[src/iopa_map.svh]
`ifndef IOPA_MAP_SVH
`define IOPA_MAP_SVH
// How it works
// - each 4-bit selector decodes to 0..128 points; 0 and B give 128
// - request to main unit equals the decoded input and output counts
// - when request exceeds 128, inputs are granted fully, outputs take the rest
// - with a smaller offer, inputs are served first up to it, outputs the rest
// - slave inputs beyond the selected input count never reach shared memory
// - shared memory outputs beyond the selected output count never reach the network
// - address detection records all connected slave addresses into non-volatile memory
// - parameters refresh after a save and when unassigned or duplicate addresses appear while no fault is recorded
// - saved address list survives power loss; fault records and parameters do not

// ----------------------------------------------------------------
// limits and timing
// ----------------------------------------------------------------
`define IOPA_MAX_POINTS   8'd128
`define IOPA_SETTLE_CYC   4'd3
`endif

[src/iopa_pkg.sv]
package iopa_pkg;
    typedef struct packed {
        logic [7:0] in_pts;
        logic [7:0] out_pts;
    } iopa_count_type;

    typedef enum logic [4:0] {
        IOPA_SAMPLE = 5'b00001,
        IOPA_REQ    = 5'b00010,
        IOPA_RUN    = 5'b00100,
        IOPA_SAVE   = 5'b01000,
        IOPA_REFR   = 5'b10000
    } iopa_state_type;
endpackage

[src/iopa_alloc.sv]
`timescale 1ns/1ps
`include "iopa_map.svh"
// slave addresses index points 0..127; a slave id is the point index of its first bit
module iopa_alloc #(
    parameter int SLAVES = 128
) (
    input  wire logic                        clk,
    input  wire logic                        rst_n,
    input  wire logic [3:0]                  sel_in_pin,
    input  wire logic [3:0]                  sel_out_pin,
    output iopa_pkg::iopa_count_type         req_reg,
    output logic                             req_valid_reg,
    input  wire logic [7:0]                  offer,
    output iopa_pkg::iopa_count_type         grant_reg,
    input  wire logic                        net_in_valid,
    input  wire logic [6:0]                  net_in_addr,
    input  wire logic                        net_in_bit,
    output logic                             shm_wr_reg,
    output logic [6:0]                       shm_wr_addr_reg,
    output logic                             shm_wr_bit_reg,
    input  wire logic                        shm_out_valid,
    input  wire logic [6:0]                  shm_out_addr,
    input  wire logic                        shm_out_bit,
    output logic                             net_out_valid_reg,
    output logic [6:0]                       net_out_addr_reg,
    output logic                             net_out_bit_reg,
    input  wire logic                        detect_start,
    input  wire logic [SLAVES-1:0]           slave_present,
    input  wire logic [SLAVES-1:0]           slave_unset,
    input  wire logic [SLAVES-1:0]           slave_dup,
    output logic                             nv_wr_reg,
    output logic [SLAVES-1:0]                nv_data_reg,
    output logic                             param_refresh_reg,
    output logic [SLAVES-1:0]                fault_unset_reg,
    output logic [SLAVES-1:0]                fault_dup_reg,
    output logic                             busy_reg
);
    // ----------------------------------------------------------------
    // selector decode
    // ----------------------------------------------------------------
    function automatic logic [7:0] iopa_decode(input logic [3:0] sw);
        case (sw)
            4'h0, 4'hb: iopa_decode = `IOPA_MAX_POINTS;
            4'h2:       iopa_decode = 8'h08;
            4'h3:       iopa_decode = 8'h10;
            4'h4:       iopa_decode = 8'h18;
            4'h5:       iopa_decode = 8'h20;
            4'h6:       iopa_decode = 8'h30;
            4'h7:       iopa_decode = 8'h40;
            4'h8:       iopa_decode = 8'h50;
            4'h9:       iopa_decode = 8'h60;
            4'ha:       iopa_decode = 8'h70;
            default:    iopa_decode = 8'h00; // 1 and c..f
        endcase
    endfunction

    function automatic logic [7:0] iopa_min(input logic [7:0] a, input logic [7:0] b);
        iopa_min = (a < b) ? a : b;
    endfunction

    // ----------------------------------------------------------------
    // pin synchronisers
    // ----------------------------------------------------------------
    logic [3:0] sin_meta_reg, sin_reg, sout_meta_reg, sout_reg;
    // first stage read only by second stage
    always_ff @(posedge clk) begin
        sin_meta_reg  <= sel_in_pin;
        sin_reg       <= sin_meta_reg;
        sout_meta_reg <= sel_out_pin;
        sout_reg      <= sout_meta_reg;
    end

    // ----------------------------------------------------------------
    // control sequence
    // ----------------------------------------------------------------
    iopa_pkg::iopa_state_type state_reg;
    logic [3:0]               settle_reg;
    logic [7:0]               cap;
    logic [7:0]               in_g;
    logic [8:0]               rest;

    // offer clipped to the ceiling even if the main unit misbehaves
    assign cap  = iopa_min(offer, `IOPA_MAX_POINTS);
    assign in_g = iopa_min(req_reg.in_pts, cap);
    assign rest = {1'b0, cap} - {1'b0, in_g};

    // settle counter lets the synchronisers fill before sampling
    always_ff @(posedge clk) begin
        if (!rst_n) begin
            state_reg      <= iopa_pkg::IOPA_SAMPLE;
            settle_reg     <= 4'h0;
            req_reg        <= '0;
            req_valid_reg  <= 1'b0;
            grant_reg      <= '0;
        end else begin
            case (state_reg)
                iopa_pkg::IOPA_SAMPLE: begin
                    settle_reg <= settle_reg + 4'h1;
                    if (settle_reg == `IOPA_SETTLE_CYC) begin
                        req_reg.in_pts  <= iopa_decode(sin_reg);
                        req_reg.out_pts <= iopa_decode(sout_reg);
                        req_valid_reg   <= 1'b1;
                        state_reg       <= iopa_pkg::IOPA_REQ;
                    end
                end
                iopa_pkg::IOPA_REQ: begin
                    grant_reg.in_pts  <= in_g;
                    grant_reg.out_pts <= iopa_min(req_reg.out_pts, rest[7:0]);
                    state_reg         <= iopa_pkg::IOPA_RUN;
                end
                iopa_pkg::IOPA_RUN: begin
                    if (detect_start)
                        state_reg <= iopa_pkg::IOPA_SAVE;
                end
                iopa_pkg::IOPA_SAVE: state_reg <= iopa_pkg::IOPA_REFR;
                iopa_pkg::IOPA_REFR: state_reg <= iopa_pkg::IOPA_RUN;
                default:             state_reg <= iopa_pkg::IOPA_SAMPLE;
            endcase
        end
    end

    // ----------------------------------------------------------------
    // data masking; selector counts, not grants, bound the traffic
    // ----------------------------------------------------------------
    logic live;
    assign live = (state_reg == iopa_pkg::IOPA_RUN) || (state_reg == iopa_pkg::IOPA_SAVE)
                  || (state_reg == iopa_pkg::IOPA_REFR);

    always_ff @(posedge clk) begin
        if (!rst_n) begin
            shm_wr_reg        <= 1'b0;
            shm_wr_addr_reg   <= 7'h00;
            shm_wr_bit_reg    <= 1'b0;
            net_out_valid_reg <= 1'b0;
            net_out_addr_reg  <= 7'h00;
            net_out_bit_reg   <= 1'b0;
        end else begin
            shm_wr_reg        <= live && net_in_valid && ({1'b0, net_in_addr} < req_reg.in_pts);
            shm_wr_addr_reg   <= net_in_addr;
            shm_wr_bit_reg    <= net_in_bit;
            net_out_valid_reg <= live && shm_out_valid && ({1'b0, shm_out_addr} < req_reg.out_pts);
            net_out_addr_reg  <= shm_out_addr;
            net_out_bit_reg   <= shm_out_bit;
        end
    end

    // ----------------------------------------------------------------
    // address detection and parameter refresh
    // ----------------------------------------------------------------
    logic any_fault;
    assign any_fault = (|slave_unset) || (|slave_dup);

    // fault records live in plain flops, so power loss clears them
    always_ff @(posedge clk) begin
        if (!rst_n) begin
            nv_wr_reg         <= 1'b0;
            nv_data_reg       <= '0;
            param_refresh_reg <= 1'b0;
            fault_unset_reg   <= '0;
            fault_dup_reg     <= '0;
            busy_reg          <= 1'b0;
        end else begin
            nv_wr_reg <= (state_reg == iopa_pkg::IOPA_RUN) && detect_start;
            if ((state_reg == iopa_pkg::IOPA_RUN) && detect_start)
                nv_data_reg <= slave_present;
            fault_unset_reg   <= slave_unset;
            fault_dup_reg     <= slave_dup;
            param_refresh_reg <= (state_reg == iopa_pkg::IOPA_SAVE)
                                 || (live && any_fault && !(|fault_unset_reg) && !(|fault_dup_reg));
            busy_reg          <= !live || (state_reg != iopa_pkg::IOPA_RUN);
        end
    end

    // ----------------------------------------------------------------
    // checks
    // ----------------------------------------------------------------
    chk_grant_ceiling: assert property (@(posedge clk) disable iff (!rst_n)
        ({1'b0, grant_reg.in_pts} + {1'b0, grant_reg.out_pts}) <= {1'b0, `IOPA_MAX_POINTS})
        else $error("grant exceeds ceiling");
    chk_input_first: assert property (@(posedge clk) disable iff (!rst_n)
        state_reg == iopa_pkg::IOPA_REQ |=> grant_reg.in_pts == iopa_min(req_reg.in_pts, $past(cap)))
        else $error("inputs not served first");
    chk_output_rest: assert property (@(posedge clk) disable iff (!rst_n)
        state_reg == iopa_pkg::IOPA_REQ |=> grant_reg.out_pts
            == iopa_min(req_reg.out_pts, 8'($past(cap) - grant_reg.in_pts)))
        else $error("outputs not given remainder");
    chk_in_mask: assert property (@(posedge clk) disable iff (!rst_n)
        shm_wr_reg |-> ({1'b0, shm_wr_addr_reg} < req_reg.in_pts))
        else $error("masked input reached memory");
    chk_out_mask: assert property (@(posedge clk) disable iff (!rst_n)
        net_out_valid_reg |-> ({1'b0, net_out_addr_reg} < req_reg.out_pts))
        else $error("masked output reached network");
    chk_nv_save: assert property (@(posedge clk) disable iff (!rst_n)
        (state_reg == iopa_pkg::IOPA_RUN && detect_start) |=> nv_wr_reg && nv_data_reg == $past(slave_present))
        else $error("detection not saved");
    chk_refresh_save: assert property (@(posedge clk) disable iff (!rst_n)
        nv_wr_reg |=> param_refresh_reg)
        else $error("no refresh after save");
    chk_req_hold: assert property (@(posedge clk) disable iff (!rst_n)
        req_valid_reg |=> req_valid_reg && $stable(req_reg))
        else $error("request changed after sampling");
    chk_req_decode: assert property (@(posedge clk) disable iff (!rst_n)
        $rose(req_valid_reg) |-> req_reg.in_pts == iopa_decode($past(sin_reg)))
        else $error("request differs from selector");
    chk_req_decode_out: assert property (@(posedge clk) disable iff (!rst_n)
        $rose(req_valid_reg) |-> req_reg.out_pts == iopa_decode($past(sout_reg)))
        else $error("output request differs from selector");
    chk_decode_step: assert property (@(posedge clk) disable iff (!rst_n)
        req_valid_reg |-> (req_reg.in_pts <= `IOPA_MAX_POINTS) && (req_reg.in_pts[2:0] == 3'h0)
            && (req_reg.out_pts <= `IOPA_MAX_POINTS) && (req_reg.out_pts[2:0] == 3'h0))
        else $error("request not a legal point count");
    chk_early_drop: assert property (@(posedge clk) disable iff (!rst_n)
        !live |=> !shm_wr_reg && !net_out_valid_reg)
        else $error("traffic passed before running");
    chk_refresh_fault: assert property (@(posedge clk) disable iff (!rst_n)
        (live && ((|slave_unset) || (|slave_dup)) && !(|$past(slave_unset)) && !(|$past(slave_dup)))
            |=> param_refresh_reg)
        else $error("no refresh after new fault");
    chk_fault_clear: assert property (@(posedge clk)
        !rst_n |=> (fault_unset_reg == '0) && (fault_dup_reg == '0) && !nv_wr_reg)
        else $error("fault records kept over reset");
    chk_save_pulse: assert property (@(posedge clk) disable iff (!rst_n)
        nv_wr_reg |=> !nv_wr_reg)
        else $error("save pulse repeated");
endmodule

[config.mk]
export PLATFORM = sky130hd
export DESIGN_NAME = iopa_alloc
export DESIGN_NICKNAME = d
export VERILOG_FILES = /design/src/iopa_pkg.sv /design/src/iopa_alloc.sv
export VERILOG_INCLUDE_DIRS = /design/src /design/src/src
export SDC_FILE = /design/constraint.sdc
export NUM_CORES = 1
export LEC_CHECK = 0
export BUFFER_PORTS_ARGS = -buffer_cell sky130_fd_sc_hd__buf_2
export CORE_AREA = 2 2 332 334
export CTS_BUF_LIST = sky130_fd_sc_hd__clkbuf_8
export DETAILED_ROUTE_END_ITERATION = 8
export DIE_AREA = 0 0 334 336
export HOLD_SLACK_MARGIN = 0.08
export SKIP_CTS_REPAIR_TIMING = 1
export SYNTH_ARGS = -nofsm -noshare
export SYNTH_HDL_FRONTEND = slang
export SYNTH_SLANG_ARGS = --single-unit
[constraint.sdc]
create_clock -name clk -period 3.9 [get_ports clk]
set_input_delay 0 -clock clk [delete_from_list [all_inputs] [get_ports clk]]
set_output_delay 0 -clock clk [all_outputs]
set_load 0.01 [all_outputs]
==> results.cfg, run 1 <==
[outcome]
status = did not finish
lastStage = global routing (5_1_grt)
firstError = [ERROR RSZ-0060] Max buffer count reached.

[yosys]
synth_top_area_cell = dfxtp_1
yosys_register_bits = 457
synth_seq_area_share_pct = 58.4
synth_cell_types = 53
synth_area_leaders = dfxtp_1, and2_1, nand2_1
synth_area_um2 = 15700
synth_area_per_cell_um2 = 9.53
ys_warn_count = 0
syn_inst = 1643
synth_top_cell_area_share_pct = 58.4
synthArstFlopShare_pct = 0
synth_top_flop_cell = dfxtp_1
synth_edf_count = 0

[clock_tree]
cts_buffer_depth = 3
htree_levels = 3
cts_sinks = 457
numCtsBuffers = 87
cts_root_buf = clkbuf_8

[placement]
io_buffer_count = 852
dp_cells = 3861
gp_congestion = 0.911
hpwlAfterDp_um = 69000

[floorplan]
die-width_um = 334
ios = 859
initial_core_util_pct = 14.4
rows = 121
die_h_um = 336

[timing]
worst-ep-kind = register input
crit_endpoint = grant_reg[7]$_SDFFE_PN0N_/D

[grt]
grt_max_degree = 113
-- cell usage after synthesis, types with 4 or more instances --
cell type  count
clkbuf_1      87
mux2i_1        9
a21oi_1      149
xor2_1         7
and2_1       275
nor3_1         9
inv_1         18
or4_1          4
o211ai_1       5
buf_4          6
nand3b_1       5
nor2_1        37
ha_1          28
nand3_1       16
a211oi_1      13
a21o_1        10
dfxtp_1      457
nand4_1       34
nand2b_1       4
nor4_1       139
nor3b_1        4
nand2_1      277
o21ai_0        9
-- per-stage QoR --
step	utilization, %	cell area [um^2]	setup TNS, ns	setup WS (ns)	hold WS (ns)
after floorplan	-	15700	0	0.00730	0.0277
after global placement	20.1	21800	-0.0511	-0.0431	0.105
after detailed placement	20.1	21800	-0.105	-0.0736	0.104
after CTS	21.9	23700	-0.238	-0.103	-0.710
-- kinds of logic after synthesis --
group	count (synthesis)	share of synthesized area, %
buffers and inverters	115	2.90
XOR/XNOR	10	0.559
multiplexers	9	0.575
AO/OA/AOI/OAI	206	7.60
AND/OR/NAND/NOR	816	27.7
flip-flops	457	58.4
adder cells (fa/ha/maj)	28	2.24
other	2	0.0480
==> run 2: changes to the inputs <==
Settings changed: CORE_AREA 2 2 332 334 to 2 2 339 341, CTS_BUF_LIST sky130_fd_sc_hd__clkbuf_8 to unset, DIE_AREA 0 0 334 336 to 0 0 341 343, HOLD_SLACK_MARGIN 0.08 to unset, PLACE_DENSITY_LB_ADDON set to 0.15.
Clock period 3.9 ns to 5.05 ns, I/O delays scaled along.
==> results.cfg, run 2 <==
[worst_setup_path]
cp-end-kind = register
worst_path_most_repeated_cell = a21o_1
path_cells = dlygate4sd3_1, buf_2, inv_1, nand2_1, ha_1, a21o_1, a21o_1, a21oi_2, mux2i_1, ha_1, inv_1, nor3_1, o211ai_1, and2_1, xor2_1, ha_1, a21o_1, a21o_1, a21o_1, a21o_1, or3_1, o311ai_2
critPathRequiredTime_ns = 5.59
crit_fanout = 11
worstRegToRegCells = 18
start_kind = input port
critPathKind = input port to register
cpMaxStageDelayCell = dlygate4sd3_1
critPathMaxStageDelay_ns = 0.55
worstPathArrival_ns = 5.02

[timing]
slew-limit-headroom_pct = 37.0
finalCriticalPeriod_ns = 4.48
tightest_slew_ns = 0.945
setup_viol = 0
slew_viol_final = 0
worst_hold_slack_ns = -0.0599
tns_ns = 0
rsz0062_at_grt = false
skew_ns = 0.0215
hold_viol = 1
fmax_ghz = 0.223
finalCritPeriodShare_pct = 88.7

[power_and_ir_drop]
pwr_density_cell_nw_per_um2 = 338
ir_drop_v = 0.000250
p_leak_nw = 12.3
p_total_mw = 9.40

[yosys]
syn_inst = 1643
synth_area_per_cell_um2 = 9.53
synth_area_um2 = 15700
yosysMostFrequentCell = dfxtp_1
synth_mux_area_share_pct = 0.575
synth_top_family_by_area = simple AND/OR/NAND/NOR gates
synth_area_leaders = dfxtp_1, and2_1, nand2_1
synth_compound_area_share_pct = 7.60
synth_xor_area_share_pct = 0.559
synth_top_cell_area_share_pct = 58.4
synth_edf_count = 0
synth_top_flop_cell = dfxtp_1
synth_simple_gate_area_share_pct = 27.7
ys_warn_count = 0
synth_commonest_cells = dfxtp_1, nand2_1, and2_1, a21oi_1, nor4_1
synthArstFlopShare_pct = 0
synth_cell_types = 53
synthAdderAreaFrac_pct = 2.24
synth_top_area_cell = dfxtp_1
yosys_register_bits = 457
synth_seq_area_share_pct = 58.4

[floorplan]
initial_core_util_pct = 13.8
ios = 859
die_area_um2 = 117000
die-width_um = 341
die_h_um = 343
rows = 124
coreArea_um2 = 113000

[placement]
dpl_cell_area_um2 = 21600
io_buffer_count = 852
hpwlAfterDp_um = 68700
gp_congestion = 0.877

[routing]
routed_wl_um = 86600
wl_per_cell_um = 19.4
drt_iter0_drc = 665
via_per_inst = 3.70
dr.pass1.iters = 4
vias = 16500
ant_nets = 0
route.detailed.drc = 0

[clock_tree]
cts_root_buf = clkbuf_16
numCtsBuffers = 58
cts_tree = done
clkLatencyLatePin_ns = 0.64
cts_sinks = 457
htree_levels = 2
cts_buffer_depth = 3
clkTransAtPathRegs_ns = 0.06

[layout]
syn_to_final_growth_pct = 77.8
fill_cells = 12500
seq_area_um2 = 9150
final_cell_mix = buf_2, dfxtp_1, dlygate4sd3_1, nand2_1, and2_1
multi_input_area_um2 = 6100
layout_commonest_cell = buf_2
drive_gt1_share_pct = 33.1
final_nets = 3354
finish.instance_area_um2 = 27800
fin_util_pct = 24.6

[grt]
track_usage_pct = 13.7
grt_max_degree = 131
grt_pass1_vias = 15000
antenna_found_initial = 10
overflow = 0
grt_pass1_wl_um = 114000

[worst_hold_path]
hold_class = input port to register
min_path_cells = 5

[outcome]
violations = negative hold slack
status = finished with violations

[run]
drv_cap = 0
run 2: cell counts after synthesis:
Identical to the previous run, type by type.
run 2: critical path, delay by kind of cell:
family	cells	cell delay [ns]
buf+inv	4	1.06
xor+xnor	1	0.21
compound gates	9	1.64
fa+ha+maj	3	0.86
mux	1	0.30
simple gates	4	0.94
run 2: worst paths after layout:
| kind | start | slack [ns] | endpoint |
|---|---|---|---|
| min | offer[6] | -0.06 | grant_reg[14] |
| max reg2reg | req_reg[12] | 0.65 | grant_reg[7] |
| max | offer[7] | 0.57 | grant_reg[7] |
| min reg2reg | sin_meta_reg[0] | 0.33 | sin_reg[0] |
run 2: final cells by class:
type,count,share of cell area [%]
flip-flops and latches,457,32.9
repair buffers,1293,31.1
multi-input cells,1076,21.9
well taps,1512,6.79
clock buffers,82,6.12
clock inverters,21,0.885
inverters,19,0.265
diodes,5,0.0449
run 2: kinds of logic after synthesis:
kind of cell / after synthesis
other cells: 2
mux: 9
flops: 457
compound gates: 206
buf+inv: 115
xor+xnor: 10
simple gates: 816
fa+ha+maj: 28
run 2: metrics by stage:
| stage | cells | worst slack (ns) |
|---|---|---|
| 2_1_floorplan | 1648 | 0.831 |
| 3_3_place_gp | 3933 | 0.537 |
| 3_5_place_dp | 3933 | 0.473 |
| 4_1_cts | 4036 | 0.632 |
| 5_1_grt | 4461 | 0.238 |
| 6_report | 4465 | 0.569 |
run 2: layer usage:
metal,vias to the layer above,global-route usage (%),share of wire [%]
met5,-,0.601,0.012
met4,2,4.51,2.6
met3,122,3.57,5.4
met2,463,22.8,48
met1,7784,17.1,44
li1,8132,-,-
run 2: where the power goes:
group / internal, mW / switching, mW
logic: 0.615 / 0.624
registers: 3.76 / 0.113
clock network: 2.58 / 1.71
Note: power is estimated with default switching activity, not from simulation.
